### src/trim_pkg.sv
// trim and test-mode register bank: shared constants
// assumes byte-wide registers reached over a plain strobe port
package trim_pkg;
  localparam int ADDR_W = 8;
  localparam int DATA_W = 8;
  localparam int FIELD_W = 7;
  localparam int MAG_W = 6;
  localparam int BIAS_W = 4;
  // register offsets
  localparam logic [7:0] OFS_MASTER_SINE = 8'h02;
  localparam logic [7:0] OFS_MASTER_COSINE = 8'h03;
  localparam logic [7:0] OFS_MASTER_PHASE = 8'h04;
  localparam logic [7:0] OFS_BIAS = 8'h05;
  localparam logic [7:0] OFS_NONIUS_SINE = 8'h08;
  localparam logic [7:0] OFS_NONIUS_COSINE = 8'h09;
  localparam logic [7:0] OFS_NONIUS_PHASE = 8'h0a;
  localparam logic [7:0] OFS_PORTB_FUNC = 8'h0b;
  localparam logic [7:0] OFS_TEST = 8'h18;
  // field layout
  localparam int SIGN_BIT = 6;
  localparam int PORTB_FUNC_LSB = 4;
  localparam int PORTB_FUNC_W = 4;
  // reset values
  localparam logic [6:0] TRIM_RESET = 7'h00;
  localparam logic [3:0] BIAS_NOMINAL = 4'h8;
  localparam logic [7:0] TEST_RESET = 8'h00;
  localparam logic [3:0] PORTB_RESET = 4'h0;
  localparam logic [7:0] READ_UNMAPPED = 8'h00;
  // test-mode codes
  localparam logic [7:0] TM_NORMAL = 8'h00;
  localparam logic [7:0] TM_ANALOG_MASTER = 8'h01;
  localparam logic [7:0] TM_CNV_MASTER = 8'h03;
  localparam logic [7:0] TM_ANALOG_NONIUS = 8'h11;
  localparam logic [7:0] TM_CNV_NONIUS = 8'h13;
  localparam logic [7:0] TM_ANALOG_REF = 8'h1f;
  localparam logic [7:0] TM_DIGITAL_CLK = 8'h26;
  // routing selector encodings for port B pins 0..3
  typedef enum logic [2:0] {
    ROUTE_NONE = 3'b000,
    ROUTE_COND_MASTER = 3'b001,
    ROUTE_CNV_MASTER = 3'b010,
    ROUTE_COND_NONIUS = 3'b011,
    ROUTE_CNV_NONIUS = 3'b100,
    ROUTE_REFERENCES = 3'b101
  } portb_route_e;
  // clock test output divider
  localparam int OSC_DIV = 64;
endpackage

### src/trim_decode.sv
// trim_decode: splits one seven-bit sign-magnitude trim code
// assumes code is held stable by a register
`timescale 1ns/1ps
module trim_decode
  import trim_pkg::*;
(
  input wire logic clk,
  input wire logic rst,
  input wire logic [trim_pkg::FIELD_W-1:0] code,
  output logic negative,
  output logic [trim_pkg::MAG_W-1:0] magnitude
);
  logic negative_next;
  logic [MAG_W-1:0] magnitude_next;

  // sign is the top bit; magnitude is the low six bits
  always_comb begin
    negative_next = code[SIGN_BIT];
    magnitude_next = code[MAG_W-1:0];
  end

  // register the decoded pair
  always_ff @(posedge clk) begin
    if (rst) begin
      negative <= 1'b0;
      magnitude <= '0;
    end else begin
      negative <= negative_next;
      magnitude <= magnitude_next;
    end
  end
endmodule // trim_decode

### src/osc_divider.sv
// osc_divider: square wave at the clock rate over a divisor
// assumes a single clock and synchronous reset
`timescale 1ns/1ps
module osc_divider #(
  parameter int DIV = 64
) (
  input wire logic clk,
  input wire logic rst,
  input wire logic enable,
  output logic wave
);
  localparam int CW = $clog2(DIV);
  localparam logic [CW-1:0] HALF_LAST = CW'(DIV / 2 - 1);
  logic [CW-1:0] count_reg;
  logic [CW-1:0] count_next;
  logic wave_next;

  // an odd or tiny divisor cannot give a square wave with equal halves
  if (DIV < 2 || (DIV % 2) != 0) begin : g_bad_div
    $error("osc_divider: DIV must be even and >= 2");
  end

  // count half periods and toggle
  always_comb begin
    count_next = count_reg;
    wave_next = wave;
    if (!enable) begin
      count_next = '0;
      wave_next = 1'b0;
    end else if (count_reg == HALF_LAST) begin
      count_next = '0;
      wave_next = ~wave;
    end else begin
      count_next = count_reg + CW'(1);
    end
  end

  always_ff @(posedge clk) begin
    if (rst) begin
      count_reg <= '0;
      wave <= 1'b0;
    end else begin
      count_reg <= count_next;
      wave <= wave_next;
    end
  end
endmodule // osc_divider

### src/track_trim_and_test_select.sv
// track_trim_and_test_select: trim and test-mode register bank
// assumes registers are reached over a plain strobe port on MCLK
`timescale 1ns/1ps
module track_trim_and_test_select
  import trim_pkg::*;
(
  input wire logic MCLK,
  input wire logic RST,
  input wire logic RELOAD,
  input wire logic [trim_pkg::ADDR_W-1:0] ADDR,
  input wire logic [trim_pkg::DATA_W-1:0] WDATA,
  input wire logic WR,
  input wire logic RD,
  output logic [trim_pkg::DATA_W-1:0] RDATA,
  output logic MASTER_SINE_NEG,
  output logic [trim_pkg::MAG_W-1:0] MASTER_SINE_MAG,
  output logic MASTER_COSINE_NEG,
  output logic [trim_pkg::MAG_W-1:0] MASTER_COSINE_MAG,
  output logic NONIUS_SINE_NEG,
  output logic [trim_pkg::MAG_W-1:0] NONIUS_SINE_MAG,
  output logic NONIUS_COSINE_NEG,
  output logic [trim_pkg::MAG_W-1:0] NONIUS_COSINE_MAG,
  output logic MASTER_PHASE_NEG,
  output logic [trim_pkg::MAG_W-1:0] MASTER_PHASE_MAG,
  output logic NONIUS_PHASE_NEG,
  output logic [trim_pkg::MAG_W-1:0] NONIUS_PHASE_MAG,
  output logic [trim_pkg::BIAS_W-1:0] BIAS_CURRENT_TRIM,
  output logic [2:0] PORTB_ROUTE,
  output logic [trim_pkg::PORTB_FUNC_W-1:0] PORTB_FUNCTION_SELECT,
  output logic MEMORY_BUS_ENABLE,
  output logic MULTITURN_CLOCK_PIN,
  output logic MULTITURN_CLOCK_OE,
  output logic TEST_ORDER_ERROR
);
  // ---------------------------------------------------------------
  // register storage
  // ---------------------------------------------------------------
  localparam int NTRIM = 6;
  logic [FIELD_W-1:0] trim_reg [NTRIM];
  logic [FIELD_W-1:0] trim_next [NTRIM];
  logic [BIAS_W-1:0] bias_reg;
  logic [BIAS_W-1:0] bias_next;
  logic [PORTB_FUNC_W-1:0] portb_reg;
  logic [PORTB_FUNC_W-1:0] portb_next;
  logic [DATA_W-1:0] test_reg;
  logic [DATA_W-1:0] test_next;
  logic order_err_reg;
  logic order_err_next;
  logic [DATA_W-1:0] rdata_next;
  logic [2:0] route_next;
  logic membus_next;
  logic clk_oe_next;
  logic pin_next;
  logic clk_wave;
  portb_route_e route_sel;

  // ---------------------------------------------------------------
  // elaboration checks
  // ---------------------------------------------------------------
  // the read mux packs each trim under one zero bit in a data byte
  if (FIELD_W + 1 > DATA_W) begin : g_bad_field
    $error("trim field does not fit the data byte");
  end
  // the port-B selector is read back in the upper part of its byte
  if (PORTB_FUNC_LSB + PORTB_FUNC_W > DATA_W) begin : g_bad_portb
    $error("port-B function field runs past the data byte");
  end
  // the decoder takes the sign from the bit right above the magnitude
  if (MAG_W != SIGN_BIT || FIELD_W != MAG_W + 1) begin : g_bad_sign
    $error("sign bit must sit directly above the magnitude");
  end
  // the bias trim is zero-extended into a data byte on reads
  if (BIAS_W > DATA_W) begin : g_bad_bias
    $error("bias trim wider than a data byte");
  end
  // the clock test output needs equal high and low halves
  if (OSC_DIV < 2 || (OSC_DIV % 2) != 0) begin : g_bad_osc
    $error("clock test divisor must be even");
  end

  // offsets of the six trim bytes, in storage order
  localparam logic [7:0] TRIM_OFS [NTRIM] = '{OFS_MASTER_SINE, OFS_MASTER_COSINE,
    OFS_NONIUS_SINE, OFS_NONIUS_COSINE, OFS_MASTER_PHASE, OFS_NONIUS_PHASE};

  // ---------------------------------------------------------------
  // write path
  // ---------------------------------------------------------------
  // written fields apply at once; reload returns defaults
  always_comb begin
    for (int i = 0; i < NTRIM; i++) begin
      trim_next[i] = trim_reg[i];
      if (WR && ADDR == TRIM_OFS[i]) begin
        trim_next[i] = WDATA[FIELD_W-1:0];
      end
    end
    bias_next = bias_reg;
    portb_next = portb_reg;
    test_next = test_reg;
    order_err_next = order_err_reg;
    if (WR && ADDR == OFS_BIAS) begin
      bias_next = WDATA[BIAS_W-1:0];
    end
    if (WR && ADDR == OFS_PORTB_FUNC) begin
      portb_next = WDATA[PORTB_FUNC_LSB +: PORTB_FUNC_W];
    end
    // the order flag only records the hazard: the code is taken anyway,
    // so a bench can see both the flag and the routing it asked for
    if (WR && ADDR == OFS_TEST) begin
      test_next = WDATA;
      // flag a test code written while port B is not yet cleared
      order_err_next = (WDATA != TM_NORMAL) && (portb_reg != PORTB_RESET);
    end
    // reload comes last so it wins over a write in the same cycle
    if (RELOAD) begin
      for (int i = 0; i < NTRIM; i++) begin
        trim_next[i] = TRIM_RESET;
      end
      bias_next = BIAS_NOMINAL;
      portb_next = PORTB_RESET;
      test_next = TEST_RESET;
      order_err_next = 1'b0;
    end
  end

  // ---------------------------------------------------------------
  // read path
  // ---------------------------------------------------------------
  // read data stand the cycle after the strobe; unmapped reads zero
  always_comb begin
    rdata_next = READ_UNMAPPED;
    if (RD) begin
      for (int i = 0; i < NTRIM; i++) begin
        if (ADDR == TRIM_OFS[i]) begin
          rdata_next = {1'b0, trim_reg[i]};
        end
      end
      if (ADDR == OFS_BIAS) begin
        rdata_next = {{(DATA_W-BIAS_W){1'b0}}, bias_reg};
      end
      if (ADDR == OFS_PORTB_FUNC) begin
        rdata_next = {portb_reg, {PORTB_FUNC_LSB{1'b0}}};
      end
      if (ADDR == OFS_TEST) begin
        rdata_next = test_reg;
      end
    end
  end

  // ---------------------------------------------------------------
  // test-mode decode
  // ---------------------------------------------------------------
  // map the test code onto port B routing and pin controls
  always_comb begin
    unique case (test_reg)
      TM_ANALOG_MASTER: route_sel = ROUTE_COND_MASTER;
      TM_CNV_MASTER: route_sel = ROUTE_CNV_MASTER;
      TM_ANALOG_NONIUS: route_sel = ROUTE_COND_NONIUS;
      TM_CNV_NONIUS: route_sel = ROUTE_CNV_NONIUS;
      TM_ANALOG_REF: route_sel = ROUTE_REFERENCES;
      default: route_sel = ROUTE_NONE;
    endcase
    route_next = route_sel;
    membus_next = (test_reg != TM_ANALOG_REF);
    clk_oe_next = (test_reg == TM_DIGITAL_CLK);
    // the pin stays low outside the clock mode even while the divider winds down
    pin_next = clk_wave & clk_oe_next;
  end

  // ---------------------------------------------------------------
  // registers
  // ---------------------------------------------------------------
  // reset and reload share the same defaults, so a reload looks like a fresh start
  always_ff @(posedge MCLK) begin
    if (RST) begin
      for (int i = 0; i < NTRIM; i++) begin
        trim_reg[i] <= TRIM_RESET;
      end
      bias_reg <= BIAS_NOMINAL;
      portb_reg <= PORTB_RESET;
      test_reg <= TEST_RESET;
      order_err_reg <= 1'b0;
      RDATA <= READ_UNMAPPED;
      PORTB_ROUTE <= ROUTE_NONE;
      MEMORY_BUS_ENABLE <= 1'b1;
      MULTITURN_CLOCK_OE <= 1'b0;
      MULTITURN_CLOCK_PIN <= 1'b0;
    end else begin
      for (int i = 0; i < NTRIM; i++) begin
        trim_reg[i] <= trim_next[i];
      end
      bias_reg <= bias_next;
      portb_reg <= portb_next;
      test_reg <= test_next;
      order_err_reg <= order_err_next;
      RDATA <= rdata_next;
      PORTB_ROUTE <= route_next;
      MEMORY_BUS_ENABLE <= membus_next;
      MULTITURN_CLOCK_OE <= clk_oe_next;
      MULTITURN_CLOCK_PIN <= pin_next;
    end
  end

  // level outputs come straight from the storage flops
  assign BIAS_CURRENT_TRIM = bias_reg;
  assign PORTB_FUNCTION_SELECT = portb_reg;
  assign TEST_ORDER_ERROR = order_err_reg;

  // ---------------------------------------------------------------
  // digital clock test output
  // ---------------------------------------------------------------
  // divide the internal clock by the oscillator ratio
  osc_divider #(
    .DIV(OSC_DIV)
  ) u_clk_div (
    .clk(MCLK),
    .rst(RST),
    .enable(test_reg == TM_DIGITAL_CLK),
    .wave(clk_wave)
  );

  // ---------------------------------------------------------------
  // sign-magnitude decode of each trim
  // ---------------------------------------------------------------
  logic [NTRIM-1:0] neg_w;
  logic [MAG_W-1:0] mag_w [NTRIM];

  for (genvar g = 0; g < NTRIM; g++) begin : g_dec
    trim_decode u_dec (
      .clk(MCLK),
      .rst(RST),
      .code(trim_reg[g]),
      .negative(neg_w[g]),
      .magnitude(mag_w[g])
    );
  end

  // each decoded pair lags its register by one cycle
  assign MASTER_SINE_NEG = neg_w[0];
  assign MASTER_SINE_MAG = mag_w[0];
  assign MASTER_COSINE_NEG = neg_w[1];
  assign MASTER_COSINE_MAG = mag_w[1];
  assign NONIUS_SINE_NEG = neg_w[2];
  assign NONIUS_SINE_MAG = mag_w[2];
  assign NONIUS_COSINE_NEG = neg_w[3];
  assign NONIUS_COSINE_MAG = mag_w[3];
  assign MASTER_PHASE_NEG = neg_w[4];
  assign MASTER_PHASE_MAG = mag_w[4];
  assign NONIUS_PHASE_NEG = neg_w[5];
  assign NONIUS_PHASE_MAG = mag_w[5];
endmodule // track_trim_and_test_select

### config.mk
export PLATFORM = sky130hd
export DESIGN_NAME = track_trim_and_test_select
export DESIGN_NICKNAME = d
export VERILOG_FILES = /design/src/trim_pkg.sv /design/src/trim_decode.sv /design/src/osc_divider.sv /design/src/track_trim_and_test_select.sv
export SDC_FILE = /design/constraint.sdc
export NUM_CORES = 1
export LEC_CHECK = 0
export ABC_AREA = 0
export BUFFER_PORTS_ARGS = -buffer_cell sky130_fd_sc_hd__buf_2
export CAP_MARGIN = 15
export CORE_UTILIZATION = 59
export CTS_CLUSTER_SIZE = 20
export DETAILED_ROUTE_END_ITERATION = 10
export PLACE_DENSITY_LB_ADDON = 0.25
export SLEW_MARGIN = 5
export SYNTH_ARGS = -nofsm -noshare
export SYNTH_HDL_FRONTEND = slang
export SYNTH_HIERARCHICAL = 1
export SYNTH_SLANG_ARGS = --single-unit
### constraint.sdc
create_clock -name MCLK -period 3 [get_ports MCLK]
set_input_delay 0.6 -clock MCLK [delete_from_list [all_inputs] [get_ports MCLK]]
set_output_delay 0.6 -clock MCLK [all_outputs]
set_load 0.03 [all_outputs]
==> results.json <==
{
  "maxSlewHeadroom_pct": 58.5,
  "crit_arrival_ps": 2490,
  "grt_pass1_wl_um": 19300,
  "synth-seq-area-share_pct": 50.5,
  "numCtsBuffers": 17,
  "finalCriticalPeriod_ps": 2110,
  "vias": 4007,
  "power.switching_mw": 0.774,
  "synth_common_cells": "dfxtp_1, nor2_1, mux2i_1",
  "cts_resized": 0,
  "path_class": "input port to flip-flop",
  "drv_cap": 0,
  "netlist_instances": 500,
  "synthDistinctLibCells": 52,
  "synth_top_area_share_pct": 50.5,
  "worstPathRequired_ps": 3380,
  "p_int_mw": 2.95,
  "drc": 0,
  "r2r_slack_ps": 1280,
  "clk_latency_ps": 520,
  "io_buffer_count": 85,
  "setup_viol": 0,
  "grt_start_max_net_pins": 60,
  "fin_hold_ws_ps": 380,
  "grt_overflow": 0,
  "status": "complete, no violations",
  "diodes": 0,
  "clkSinkCount": 122,
  "htree_levels": 4,
  "cts_buffer_depth": 2,
  "seq_power_share_pct": 43.5,
  "hpwlAfterDp_um": 8080,
  "final_cells": 689,
  "clkPwrFrac_pct": 52.9,
  "wl_per_cell_um": 17.5,
  "critPathCaptureType": "flip-flop",
  "grt_pass1_vias": 3903,
  "first_iter_violations": 293,
  "drive_above_1_share_pct": 23.2,
  "area_growth_pct": 21.1,
  "post-route-util_pct": 75.0,
  "p_sw_share_pct": 20.8,
  "critPathLaunchType": "input port",
  "tns_ps": 0,
  "die_h_um": 92.5,
  "tightest_slew_ps": 622,
  "synth_top_cell_by_area": "dfxtp_1",
  "syn_nets": 522,
  "rsz0062_at_grt": "no",
  "synth-edff-count": 0,
  "period_share_pct": 70.2,
  "root_buffer": "clkbuf_8",
  "track_usage_pct": 29.8,
  "pwr-share-comb_pct": 3.5,
  "antenna_found_initial": 0,
  "syn_area_per_cell_um2": 9.67,
  "synth-seq-cells": 122,
  "clock.fmax_ghz": 0.475,
  "synth.most_common_cell": "dfxtp_1",
  "num_rows": 32,
  "wl_um": 12000,
  "largest_reg_flops": 42,
  "start_util_pct": 61.9,
  "yosysWarnings": 6,
  "ys_async_sr_fraction_pct": 0,
  "cts_setup_buffers": 0,
  "syn_area_um2": 4830,
  "die_x_um": 92.5,
  "ant_nets": 0,
  "synthTopCellsByArea": "dfxtp_1, mux2i_1, nor2b_1",
  "nets": 599,
  "ir_drop_mv": 0.355,
  "hold_buffers": 0,
  "slew_violations": 0,
  "cts_tree": "built",
  "pin_count": 86,
  "gp_congestion": 0.914,
  "die-area_um2": 8560,
  "path_max_fanout": 17,
  "core_um2": 7810,
  "p_total_mw": 3.73,
  "fin_skew_ps": 7.19,
  "holdCritPathClass": "input port to flip-flop",
  "p_per_area_nw_per_um2": 637,
  "clk_pin_slew_ps": 60,
  "hold_viol": 0,
  "placed_cells_incl_taps": 660,
  "p_leak_nw": 2.62,
  "avgViaCountPerCell": 5.82,
  "drt-pass1-iter-count": 5,
  "ys.flop_type": "dfxtp_1"
}
[through the flow]
step	worst slack (ps)	area, um2
3_5_place_dp	432	5270
4_1_cts	940	5860
5_1_grt	762	5860
2_1_floorplan	866	4830
6_report	894	5860
3_3_place_gp	537	5270
[path summary, 6_finish.rpt]
path / start / to / depth (start not counted)
max: ADDR[1] / trim_reg[0][4] / 6
min: WDATA[7] / PORTB_FUNCTION_SELECT[3] / 3
max reg2reg: trim_reg[0][33] / RDATA[5] / 5
min reg2reg: u_clk_div/count_reg[0] / u_clk_div/count_reg[0] / 1
[layout make-up]
cell class / count / area [um2]
clock inverters: 6 / 87.6
repair buffers: 90 / 463
inverters: 4 / 15.0
multi-input cells: 342 / 2220
clock buffers: 23 / 497
well taps: 102 / 128
fillers: 566 / 1950
flip-flops and latches: 122 / 2440
[cells by family (layout without fill, tap and decap cells)]
family / after synthesis / count (layout) / synth area share [%]
buffers and inverters: 36 / 123 / 3.49
and+or+nand+nor: 212 / 212 / 23.6
AOI/OAI and AO/OA: 72 / 72 / 10.5
xor gates and xnor gates: 5 / 5 / 0.906
muxes: 52 / 52 / 10.8
DFF: 122 / 122 / 50.5
adders and majority gates: 1 / 1 / 0.259
[cells in the final DEF (no fill, tap or decap), types with 4 or more instances in the layout]
| cell type | n |
|---|---|
| or3_1 | 4 |
| a21oi_1 | 22 |
| and3_1 | 8 |
| nand2_1 | 21 |
| clkbuf_8 | 7 |
| a22oi_1 | 6 |
| a211o_1 | 7 |
| nor4_1 | 7 |
| nand2b_1 | 6 |
| nor2_1 | 69 |
| nor3_1 | 6 |
| o21a_1 | 4 |
| inv_1 | 4 |
| nand4_1 | 4 |
| o221ai_1 | 6 |
| nand3_1 | 16 |
| clkbuf_16 | 16 |
| o21ai_0 | 9 |
| a221oi_1 | 5 |
| dfxtp_1 | 122 |
| buf_4 | 5 |
| mux2i_1 | 52 |
| buf_2 | 85 |
| nor2b_1 | 48 |
[routing by layer]
layer  vias up  global-route usage (%)  routed length (um)
li1       1899                       -                   -
met1      1883                    38.0                5230
met2       190                    46.9                5610
met3        35                    7.14                 829
met4         0                    15.1                 371
met5         -                       0                   0
[worst max-delay path, stage by stage]
cell and delay, ps:
buf_2 270, or4b_4 540, nor2_1 270, and3_1 480
mux2i_1 260, nor2_1 60
[power by group through the flow]
stage | clock network [mW] | logic (mW) | registers [mW]
final | 1.97 | 0.132 | 1.62
after global routing | 2.06 | 0.139 | 1.62
after CTS | 1.99 | 0.128 | 1.62
after detailed placement | 0 | 0.127 | 1.66
after global placement | 0 | 0.124 | 1.66
after floorplan | 0 | 0.0817 | 1.66
(Power assumes the default switching activity.)
